==> src/rtl/qtr_pkg.sv <==
// package: query table map, reset and access timing for the flash host controller
package qtr_pkg;
    // ****************************************************************
    // query offsets and expected values
    // ****************************************************************
    localparam logic [7:0]  OFS_PAGE_MODE      = 8'h4C;
    localparam logic [7:0]  OFS_HV_MIN         = 8'h4D;
    localparam logic [7:0]  OFS_HV_MAX         = 8'h4E;
    localparam logic [7:0]  OFS_WP_VARIANT     = 8'h4F;
    localparam logic [7:0]  OFS_PGM_SUSPEND    = 8'h50;
    localparam logic [7:0]  OFS_BYPASS         = 8'h51;
    localparam logic [7:0]  OFS_OTP_EXP        = 8'h52;
    localparam logic [7:0]  OFS_FEATURE_MAP    = 8'h53;
    localparam logic [7:0]  OFS_PAGE_EXP       = 8'h54;
    localparam logic [7:0]  OFS_ERS_SUSP_EXP   = 8'h55;
    localparam logic [7:0]  OFS_PGM_SUSP_EXP   = 8'h56;
    localparam logic [7:0]  OFS_RSVD_FIRST     = 8'h57;
    localparam logic [7:0]  OFS_RSVD_LAST      = 8'h77;
    localparam logic [7:0]  OFS_RESET_REC_EXP  = 8'h78;
    localparam logic [7:0]  OFS_SUPPLY_REL_EXP = 8'h79;

    localparam logic [15:0] VAL_PAGE_MODE      = 16'h0003;
    localparam logic [15:0] VAL_HV_MIN         = 16'h0085;
    localparam logic [15:0] VAL_HV_MAX         = 16'h0095;
    localparam logic [15:0] VAL_WP_LOW         = 16'h0004;
    localparam logic [15:0] VAL_WP_HIGH        = 16'h0005;
    localparam logic [15:0] VAL_PGM_SUSPEND    = 16'h0001;
    localparam logic [15:0] VAL_BYPASS         = 16'h0001;
    localparam logic [15:0] VAL_OTP_EXP        = 16'h000A;
    localparam logic [15:0] VAL_FEATURE_MAP    = 16'h008F;
    localparam logic [15:0] VAL_PAGE_EXP       = 16'h0005;
    localparam logic [15:0] VAL_ERS_SUSP_EXP   = 16'h0005;
    localparam logic [15:0] VAL_PGM_SUSP_EXP   = 16'h0004;
    localparam logic [15:0] VAL_RSVD           = 16'hFFFF;
    localparam logic [15:0] VAL_RESET_REC_EXP  = 16'h0005;
    localparam logic [15:0] VAL_SUPPLY_REL_EXP = 16'h0009;
    localparam logic [15:0] DATA_LOW_MASK      = 16'h00FF;

    // ****************************************************************
    // timing, clock 50 MHz
    // ****************************************************************
    localparam int CLK_PERIOD_NS              = 20;
    localparam int CORE_SUPPLY_SETUP_TIME_US  = 300;
    localparam int RELEASE_TO_SELECT_TIME_NS  = 50;
    localparam int RELEASE_TO_WRITE_TIME_NS   = 150;
    localparam int RESET_PULSE_TIME_NS        = 100;
    localparam int RESET_TO_READ_TIME_US      = 25;
    localparam int READY_TO_ACCESS_TIME_NS    = 0;
    // least times round up, longest times round down
    localparam int CORE_SUPPLY_SETUP_CYC = (CORE_SUPPLY_SETUP_TIME_US * 1000 + CLK_PERIOD_NS - 1) / CLK_PERIOD_NS;
    localparam int RELEASE_TO_SELECT_CYC = (RELEASE_TO_SELECT_TIME_NS + CLK_PERIOD_NS - 1) / CLK_PERIOD_NS;
    localparam int RELEASE_TO_WRITE_CYC  = (RELEASE_TO_WRITE_TIME_NS + CLK_PERIOD_NS - 1) / CLK_PERIOD_NS;
    localparam int RESET_PULSE_CYC       = (RESET_PULSE_TIME_NS + CLK_PERIOD_NS - 1) / CLK_PERIOD_NS;
    localparam int RESET_TO_READ_CYC     = RESET_TO_READ_TIME_US * 1000 / CLK_PERIOD_NS;
    localparam int READY_TO_ACCESS_CYC   = (READY_TO_ACCESS_TIME_NS + CLK_PERIOD_NS - 1) / CLK_PERIOD_NS;

    localparam int ACCESS_CYC = 6; // strobe stays low ACCESS_CYC + 1 cycles per access, covers random access
    localparam int CNT_W      = 16;

    typedef enum logic [2:0]
    {
        QTR_ST_RESET  = 3'b000,
        QTR_ST_SETUP  = 3'b001,
        QTR_ST_IDLE   = 3'b010,
        QTR_ST_READ   = 3'b011,
        QTR_ST_WRITE  = 3'b100,
        QTR_ST_RECOV  = 3'b101
    } qtr_state_t;

    // pins toward the flash
    typedef struct packed
    {
        logic        reset_n;
        logic        select_n;
        logic        out_gate_n;
        logic        write_n;
        logic [7:0]  addr;
        logic [15:0] wdata;
        logic        data_oe;
    } qtr_pins_t;

    // user command
    typedef struct packed
    {
        logic        valid;
        logic        write;
        logic [7:0]  addr;
        logic [15:0] wdata;
    } qtr_cmd_t;
endpackage

==> src/rtl/qtr_sync.sv <==
// three-stage synchroniser with agreement of the last two stages
`timescale 1ns/1ns
`default_nettype none
module qtr_sync
#(
    parameter logic INIT = 1'b0
)
(
    input  wire logic clk,
    input  wire logic reset,
    input  wire logic din,
    output var  logic dout
);
    logic s1_q;
    logic s2_q;
    logic s3_q;
    logic out_q;
    wire  agree = (s2_q == s3_q);

    always_ff @(posedge clk or posedge reset)
    begin
        if (reset)
        begin
            s1_q  <= INIT;
            s2_q  <= INIT;
            s3_q  <= INIT;
            out_q <= INIT;
        end
        else
        begin
            s1_q <= din;
            s2_q <= s1_q;
            s3_q <= s2_q;
            if (agree)
                out_q <= s3_q;
        end
    end

    assign dout = out_q;
endmodule
`default_nettype wire

==> src/rtl/qtr_host.sv <==
// host controller: power-up/reset sequencing and query-table access for the flash
//
// Function
// RL1: 4Ch reads 0003h page mode; check it against the constant.
// RL2: 4Dh/4Eh read 0085h and 0095h high-voltage limits; check them.
// RL3: 4Fh reads 04h or 05h write-protect variant; either is accepted.
// RL4: 50h reads 0001h program suspend supported; check it.
// RL5: 51h reads 0001h unlock bypass supported; check it.
// RL6: 52h reads 000Ah OTP size exponent; check it.
// RL7: 53h reads feature bitmap 008Fh; check it.
// RL8: 54h reads 0005h page size exponent; check it.
// RL9: 55h/56h read 0005h and 0004h suspend latency exponents; check them.
// RL10: 78h/79h read 0005h and 0009h reset timing exponents; check them.
// RL11: reset during program/erase: device back in read within 25 us.
// RL12: reset during read: device enters standby with no delay.
// RL13: hold reset at least 300 us after core supply valid.
// RL14: unstable reset at power-up makes device reject access until reset.
// RL15: wait 50 ns after reset release before select or output gate.
// RL16: wait 150 ns after reset release before write strobe.
// RL17: select may follow ready/busy high without extra wait.
// RL18: change supply rails only while reset is held.
// RL19: query data on low eight lines, upper eight are zero; the check expects FFFFh at 57h-77h and passes any data outside 4Ch-79h.
// RL20: query entries are constant; writes do not change them.
`timescale 1ns/1ns
`default_nettype none
module qtr_host
#(
    parameter int SUPPLY_SETUP_CYC = qtr_pkg::CORE_SUPPLY_SETUP_CYC,
    parameter int RECOVERY_CYC     = qtr_pkg::RESET_TO_READ_CYC
)
(
    input  wire logic              clk,
    input  wire logic              reset,
    input  wire logic              supply_good,
    input  wire logic              hw_reset_req,
    input  wire qtr_pkg::qtr_cmd_t cmd,
    output var  logic              cmd_ready,
    output var  logic              rsp_valid,
    output var  logic [15:0]       rsp_data,
    output var  logic              rsp_mismatch,
    output var  logic              link_ready,
    output var  qtr_pkg::qtr_pins_t pins,
    input  wire logic [15:0]       flash_dq,
    input  wire logic              ready_busy_out
);
    // ****************************************************************
    // parameter checks
    // ****************************************************************
    if (SUPPLY_SETUP_CYC < 1 || SUPPLY_SETUP_CYC >= (1 << qtr_pkg::CNT_W))
        $error("qtr_host: SUPPLY_SETUP_CYC out of range");
    if (RECOVERY_CYC < 1 || RECOVERY_CYC >= (1 << qtr_pkg::CNT_W))
        $error("qtr_host: RECOVERY_CYC out of range");

    localparam logic [qtr_pkg::CNT_W-1:0] SETUP_N  = qtr_pkg::CNT_W'(SUPPLY_SETUP_CYC);
    localparam logic [qtr_pkg::CNT_W-1:0] RECOV_N  = qtr_pkg::CNT_W'(RECOVERY_CYC);
    localparam logic [qtr_pkg::CNT_W-1:0] PULSE_N  = qtr_pkg::CNT_W'(qtr_pkg::RESET_PULSE_CYC);
    localparam logic [qtr_pkg::CNT_W-1:0] SEL_N    = qtr_pkg::CNT_W'(qtr_pkg::RELEASE_TO_SELECT_CYC);
    localparam logic [qtr_pkg::CNT_W-1:0] WR_N     = qtr_pkg::CNT_W'(qtr_pkg::RELEASE_TO_WRITE_CYC);
    localparam logic [qtr_pkg::CNT_W-1:0] ACC_N    = qtr_pkg::CNT_W'(qtr_pkg::ACCESS_CYC);
    localparam logic [qtr_pkg::CNT_W-1:0] RB_N     = qtr_pkg::CNT_W'(qtr_pkg::READY_TO_ACCESS_CYC);

    // ****************************************************************
    // expected query value
    // ****************************************************************
    function automatic logic check_query(input logic [7:0] a, input logic [15:0] d);
        logic ok;
        ok = 1'b1;
        if ((d & ~qtr_pkg::DATA_LOW_MASK) != 16'h0000)
            ok = 1'b0; // RL19
        unique case (a)
            qtr_pkg::OFS_PAGE_MODE:      ok = ok && (d == qtr_pkg::VAL_PAGE_MODE);      // RL1
            qtr_pkg::OFS_HV_MIN:         ok = ok && (d == qtr_pkg::VAL_HV_MIN);         // RL2
            qtr_pkg::OFS_HV_MAX:         ok = ok && (d == qtr_pkg::VAL_HV_MAX);         // RL2
            qtr_pkg::OFS_WP_VARIANT:     ok = ok && (d == qtr_pkg::VAL_WP_LOW || d == qtr_pkg::VAL_WP_HIGH); // RL3
            qtr_pkg::OFS_PGM_SUSPEND:    ok = ok && (d == qtr_pkg::VAL_PGM_SUSPEND);    // RL4
            qtr_pkg::OFS_BYPASS:         ok = ok && (d == qtr_pkg::VAL_BYPASS);         // RL5
            qtr_pkg::OFS_OTP_EXP:        ok = ok && (d == qtr_pkg::VAL_OTP_EXP);        // RL6
            qtr_pkg::OFS_FEATURE_MAP:    ok = ok && (d == qtr_pkg::VAL_FEATURE_MAP);    // RL7
            qtr_pkg::OFS_PAGE_EXP:       ok = ok && (d == qtr_pkg::VAL_PAGE_EXP);       // RL8
            qtr_pkg::OFS_ERS_SUSP_EXP:   ok = ok && (d == qtr_pkg::VAL_ERS_SUSP_EXP);   // RL9
            qtr_pkg::OFS_PGM_SUSP_EXP:   ok = ok && (d == qtr_pkg::VAL_PGM_SUSP_EXP);   // RL9
            qtr_pkg::OFS_RESET_REC_EXP:  ok = ok && (d == qtr_pkg::VAL_RESET_REC_EXP);  // RL10
            qtr_pkg::OFS_SUPPLY_REL_EXP: ok = ok && (d == qtr_pkg::VAL_SUPPLY_REL_EXP); // RL10
            default:                     ok = 1'b1;
        endcase
        // reserved span reads all ones, so it bypasses the low-lane check
        if (a >= qtr_pkg::OFS_RSVD_FIRST && a <= qtr_pkg::OFS_RSVD_LAST)
            ok = (d == qtr_pkg::VAL_RSVD);
        return !ok;
    endfunction

    // ****************************************************************
    // input synchronisers
    // ****************************************************************
    logic supply_s;
    logic rb_s;

    qtr_sync #(.INIT(1'b0)) u_sync_supply
    (
        .clk   (clk),
        .reset (reset),
        .din   (supply_good),
        .dout  (supply_s)
    );

    qtr_sync #(.INIT(1'b0)) u_sync_rb
    (
        .clk   (clk),
        .reset (reset),
        .din   (ready_busy_out),
        .dout  (rb_s)
    );

    // ****************************************************************
    // sequencer
    // ****************************************************************
    qtr_pkg::qtr_state_t          state_q, state_d;
    logic [qtr_pkg::CNT_W-1:0]    cnt_q, cnt_d;
    logic [qtr_pkg::CNT_W-1:0]    since_q, since_d;
    logic [7:0]                   addr_q, addr_d;
    logic [15:0]                  wdata_q, wdata_d;
    logic                         rvalid_q, rvalid_d;
    logic [15:0]                  rdata_q, rdata_d;
    logic                         mism_q, mism_d;

    wire cnt_done   = (cnt_q == '0);
    wire sel_ok     = (since_q >= SEL_N) && rb_s;  // RL15 RL17
    wire wr_ok      = (since_q >= WR_N) && rb_s;   // RL16
    wire since_sat  = (since_q == '1);
    wire in_idle    = (state_q == qtr_pkg::QTR_ST_IDLE);
    wire take_rd    = in_idle && cmd.valid && !cmd.write && sel_ok && !hw_reset_req;
    wire take_wr    = in_idle && cmd.valid && cmd.write && wr_ok && !hw_reset_req;

    always_comb
    begin
        state_d  = state_q;
        cnt_d    = cnt_done ? cnt_q : cnt_q - 1'b1;
        since_d  = since_sat ? since_q : since_q + 1'b1;
        addr_d   = addr_q;
        wdata_d  = wdata_q;
        rvalid_d = 1'b0;
        rdata_d  = rdata_q;
        mism_d   = mism_q;
        unique case (state_q)
            // reset held while supplies move; a drop restarts the count
            qtr_pkg::QTR_ST_RESET:
            begin
                if (!supply_s)
                    cnt_d = SETUP_N; // RL13 RL18
                else if (cnt_done)
                    state_d = qtr_pkg::QTR_ST_SETUP;
            end
            qtr_pkg::QTR_ST_SETUP:
            begin
                since_d = '0;
                state_d = qtr_pkg::QTR_ST_IDLE;
            end
            qtr_pkg::QTR_ST_IDLE:
            begin
                if (hw_reset_req || !supply_s)
                begin
                    // a full reset pulse also clears the rejection latched by a bad power-up
                    cnt_d   = (!supply_s) ? SETUP_N : ((RECOV_N > PULSE_N) ? RECOV_N : PULSE_N); // RL11 RL14
                    state_d = (!supply_s) ? qtr_pkg::QTR_ST_RESET : qtr_pkg::QTR_ST_RECOV;
                end
                else if (take_rd || take_wr)
                begin
                    addr_d  = cmd.addr;
                    wdata_d = cmd.wdata;
                    cnt_d   = ACC_N;
                    state_d = take_wr ? qtr_pkg::QTR_ST_WRITE : qtr_pkg::QTR_ST_READ;
                end
            end
            qtr_pkg::QTR_ST_READ:
            begin
                if (cnt_done)
                begin
                    rvalid_d = 1'b1;
                    rdata_d  = flash_dq;
                    mism_d   = check_query(addr_q, flash_dq);
                    state_d  = qtr_pkg::QTR_ST_IDLE;
                end
            end
            qtr_pkg::QTR_ST_WRITE:
            begin
                // query entries are constant, so a write is sent but nothing is cached
                if (cnt_done)
                    state_d = qtr_pkg::QTR_ST_IDLE; // RL20
            end
            // reset pulse long enough for an aborted program/erase to settle
            qtr_pkg::QTR_ST_RECOV:
            begin
                if (cnt_done && rb_s)
                    state_d = qtr_pkg::QTR_ST_SETUP; // RL11 RL12
            end
            default:
                state_d = qtr_pkg::QTR_ST_RESET;
        endcase
    end

    always_ff @(posedge clk or posedge reset)
    begin
        if (reset)
        begin
            state_q  <= qtr_pkg::QTR_ST_RESET;
            cnt_q    <= SETUP_N;
            since_q  <= '0;
            addr_q   <= 8'h00;
            wdata_q  <= 16'h0000;
            rvalid_q <= 1'b0;
            rdata_q  <= 16'h0000;
            mism_q   <= 1'b0;
        end
        else
        begin
            state_q  <= state_d;
            cnt_q    <= cnt_d;
            since_q  <= since_d;
            addr_q   <= addr_d;
            wdata_q  <= wdata_d;
            rvalid_q <= rvalid_d;
            rdata_q  <= rdata_d;
            mism_q   <= mism_d;
        end
    end

    // ****************************************************************
    // registered pin and user outputs
    // ****************************************************************
    wire rst_hold_d = (state_d == qtr_pkg::QTR_ST_RESET) || (state_d == qtr_pkg::QTR_ST_RECOV);
    wire rd_d       = (state_d == qtr_pkg::QTR_ST_READ);
    wire wr_d       = (state_d == qtr_pkg::QTR_ST_WRITE);
    wire idle_d     = (state_d == qtr_pkg::QTR_ST_IDLE);
    logic cready_q;
    logic lready_q;
    qtr_pkg::qtr_pins_t pins_q;

    always_ff @(posedge clk or posedge reset)
    begin
        if (reset)
        begin
            pins_q   <= '{reset_n: 1'b0, select_n: 1'b1, out_gate_n: 1'b1, write_n: 1'b1,
                          addr: 8'h00, wdata: 16'h0000, data_oe: 1'b0};
            cready_q <= 1'b0;
            lready_q <= 1'b0;
        end
        else
        begin
            pins_q.reset_n    <= !rst_hold_d;
            pins_q.select_n   <= !(rd_d || wr_d);
            pins_q.out_gate_n <= !rd_d;
            pins_q.write_n    <= !wr_d;
            pins_q.addr       <= addr_d;
            pins_q.wdata      <= wdata_d;
            pins_q.data_oe    <= wr_d;
            cready_q          <= idle_d && !(take_rd || take_wr);
            lready_q          <= idle_d;
        end
    end

    assign pins         = pins_q;
    assign cmd_ready    = cready_q;
    assign link_ready   = lready_q;
    assign rsp_valid    = rvalid_q;
    assign rsp_data     = rdata_q;
    assign rsp_mismatch = mism_q;
endmodule
`default_nettype wire

==> config.mk <==
export PLATFORM = sky130hd
export DESIGN_NAME = qtr_host
export DESIGN_NICKNAME = d
export VERILOG_FILES = /design/src/rtl/qtr_pkg.sv /design/src/rtl/qtr_sync.sv /design/src/rtl/qtr_host.sv
export SDC_FILE = /design/constraint.sdc
export NUM_CORES = 1
export LEC_CHECK = 0
export BUFFER_PORTS_ARGS = -buffer_cell sky130_fd_sc_hd__buf_2
export CAP_MARGIN = 0
export CORE_ASPECT_RATIO = 1.2
export CORE_UTILIZATION = 25
export DETAILED_ROUTE_END_ITERATION = 7
export PLACE_DENSITY_LB_ADDON = 0.25
export SETUP_SLACK_MARGIN = 0.5
export SLEW_MARGIN = 20
export SYNTH_ARGS = -nofsm -noshare
export SYNTH_HDL_FRONTEND = slang
export SYNTH_SLANG_ARGS = --single-unit
==> constraint.sdc <==
create_clock -name clk -period 5.84 [get_ports clk]
set_input_delay 1.168 -clock clk [delete_from_list [all_inputs] [get_ports clk]]
set_output_delay 1.168 -clock clk [all_outputs]
set_load 0.01 [all_outputs]
==> flow_summary_export.csv <==
group,metric,value,unit
power,ir_drop,151,µV
clock_network,cts_max_level,3,
global_route,grt_max_degree,59,
setup_path,crit_buf_inv,1,
global_route,overflow,0,
die,die_w,124,µm
setup_path,cp_cell_sequence,"buf_2 > or4_4 > nor4b_4 > nand2b_1 > a22o_1 > a2111oi_2 > o21a_1 > o22ai_1",
synth,synth_area,4440,µm²
setup_path,crit_family,"simple AND/OR/NAND/NOR gates",
timing,hold_violations,0,
power,swShare,21.9,%
setup_path,slowest_delay,0.54,ns
power,p_comb_share,5.9,%
setup_path,cp_slowest_cell,"or4_4",
setup_path,cp_max_fo,4,
placed_design,dp.cells,704,
clock_network,cts-root-buf,"clkbuf_16",
setup_path,crit_path_start_kind,"primary input",
hold_path,hold_path_class,"reg -> reg",
clock_network,clock_latency,0.35,ns
synth,synthDistinctLibCells,63,
placed_design,hpwl,7270,µm
synth,synth-edff-count,0,
clock_network,cts_buffer_depth,2,
global_route,grt_pass1_vias,3241,
setup_path,crit_type,"in -> reg",
power,p_leak,2.66,nW
final_layout,post-route-util,31.5,%
synth,syn_area_per_cell,11.2,µm²
placed_design,dpl_cell_area,5150,µm²
final_layout,post_route_cells_drive_above_1_share,29.6,%
global_route,grt_pass1_wl,16100,µm
timing,worst_pin_slew,0.865,ns
timing,finClkSkew,0.00689,ns
timing,setup_tns,0,ns
power,p_switching,0.305,mW
die,start_util,25.4,%
final_layout,final_cells,720,
timing,fmax,356,MHz
drt,antenna_left,0,
synth,ys_seq_elements,92,
setup_path,critPathArrivalTime,3.00,ns
power,p_int,1.09,mW
global_route,grt_usage,11.5,%
timing,slew_headroom,42.3,%
die,rows,53,
global_route,antenna_found_initial,0,
synth,synth-warning-count,0,
drt,viasPerCell,4.68,
clock_network,cts_resized,0,
synth,async_flop_share,100,%
placed_design,io_buffer_count,95,
timing,setup_violations,0,
die,io_pins,96,
drt,routedWlPerCell,13.7,µm
timing,drv_slew,0,
placed_design,dpl_worst_slack,2.66,ns
synth,syn_nets,448,
power,p_clk_share,46.3,%
power,p_seq_share,47.8,%
timing,hold_ws,0.351,ns
final_layout,area_growth,23.8,%
job,max_cap_viol_count,0,
timing,rsz0062_at_grt,"false",
placed_design,gp_congestion,0.822,
clock_network,cts_buffers,9,
synth,synth-seq-area-share,52.2,%
die,core-area,17400,µm²
timing,layout_min_cycle_time,2.81,ns
synth,synth-main-ff-cell,"dfrtp_1",
final_layout,final_nets,546,
setup_path,required,6.03,ns
drt,drc,0,
final_layout,diodes,0,
drt,vias,3373,
power,power,1.39,mW
power,power_density,254,nW/µm²
clock_network,post_cts_buffers,0,
final_layout,stdcell_area,5490,µm²
status,status,"finished clean",
synth,syn_inst,397,
drt,drt_iter0_drc,208,
drt,dr.pass1.iters,4,
clock_network,cts_tree,"built",
clock_network,cts_sinks,92,
setup_path,cp-end-kind,"register",
timing,min_period_over_period,48.1,%
die,die-area,18300,µm²
timing,fin_ws,3.03,ns
die,chipHeight,148,µm
drt,wl,9870,µm
clock_network,postCtsHoldBufs,0,
clock_network,path_clk_slew,0.07,ns
==> routing by layer <==
metal,up-vias,wire (µm),track usage (%)
li1,1599,-,-
met1,1641,4210,13.6
met2,114,4820,19.0
met3,19,601,2.39
met4,0,242,6.45
met5,-,0,0
==> cells in the final DEF, fill, tap and decap left out, types with 10 or more instances in the layout <==
| master | instances |
|---|---|
| nor2_1 | 38 |
| xnor2_1 | 14 |
| xor2_1 | 14 |
| nand2_1 | 29 |
| buf_2 | 95 |
| dfstp_2 | 10 |
| mux2_1 | 34 |
| and3_1 | 11 |
| inv_1 | 12 |
| nand3_1 | 15 |
| dfrtp_1 | 82 |
==> final timing paths <==
check / from / to / slack, ns / depth (start not counted)
max: flash_dq[1] / rsp_mismatch$_DFFE_PP0P_ / 3.03 / 8
max in group asynchronous: reset / cnt_q[11]$_DFF_PP1_ / 3.93 / 3
max reg2reg: cnt_q[6]$_DFF_PP0_ / rsp_data[9]$_DFFE_PP0P_ / 3.30 / 5
min reg2reg: u_sync_supply.s1_q$_DFF_PP0_ / u_sync_supply.s2_q$_DFF_PP0_ / 0.35 / 0
min in group asynchronous: reset / pins[2]$_DFFE_PP0P_ / 0.95 / 2
min: u_sync_supply.s1_q$_DFF_PP0_ / u_sync_supply.s2_q$_DFF_PP0_ / 0.35 / 0
==> flip-flops by register name (all words and copies together), names as in the netlist, 3 cells and up <==
signal	count
pins	29
cnt_q	16
rsp_data	16
since_q	16
state_q	3
==> power groups by stage <==
stage               Combinational [mW]  Clock [mW]  Sequential (mW)
CTS                             0.0844       0.676            0.666
finish                          0.0825       0.646            0.666
detailed placement              0.0838           0            0.678
global placement                0.0825           0            0.677
global route                    0.0952       0.699            0.668
floorplan                       0.0518           0            0.673
==> Yosys cell counts, types with 6 or more instances <==
master | n | area (µm²)
dfstp_2 | 10 | 263
xnor2_1 | 14 | 123
nand2_1 | 29 | 109
o21ai_0 | 9 | 45.0
nor2b_1 | 6 | 37.5
a21oi_1 | 6 | 30.0
xor2_1 | 14 | 123
mux2_1 | 34 | 383
nand2b_1 | 6 | 37.5
nand3_1 | 15 | 75.1
nor2_1 | 39 | 146
inv_1 | 13 | 48.8
nor4_1 | 6 | 37.5
and3_1 | 11 | 68.8
clkbuf_1 | 6 | 22.5
nand4_1 | 9 | 56.3
dfrtp_1 | 82 | 2050
mux2_2 | 6 | 67.6
nor3_1 | 6 | 30.0
==> worst reg2reg max path, cell delays in order (launching register included) <==
cell and delay (ns):
dfrtp_1 0.40, or4_4 0.55, nor3_4 0.25, nand3_1 0.13, nor2_2 0.68, mux2_1 0.41
==> cell type report <==
cell class                      instances  area [µm²]
Fill cell                            1805       11900
Sequential cell                        92        2310
Multi-Input combinational cell        282        2030
Timing Repair Buffer                   97         490
Tap cell                              220         275
Clock buffer                           12         256
Clock inverter                          4        80.1
Inverter                               13        51.3
==> logic make-up after synthesis <==
| family | synth area share, % |
|---|---|
| simple gates | 20.1 |
| compound gates | 7.25 |
| mux | 11.2 |
| buf+inv | 2.26 |
| fa+ha+maj | 1.58 |
| xor+xnor | 5.53 |
| flops | 52.2 |
No activity file was read; power rests on OpenSTA's default activity.
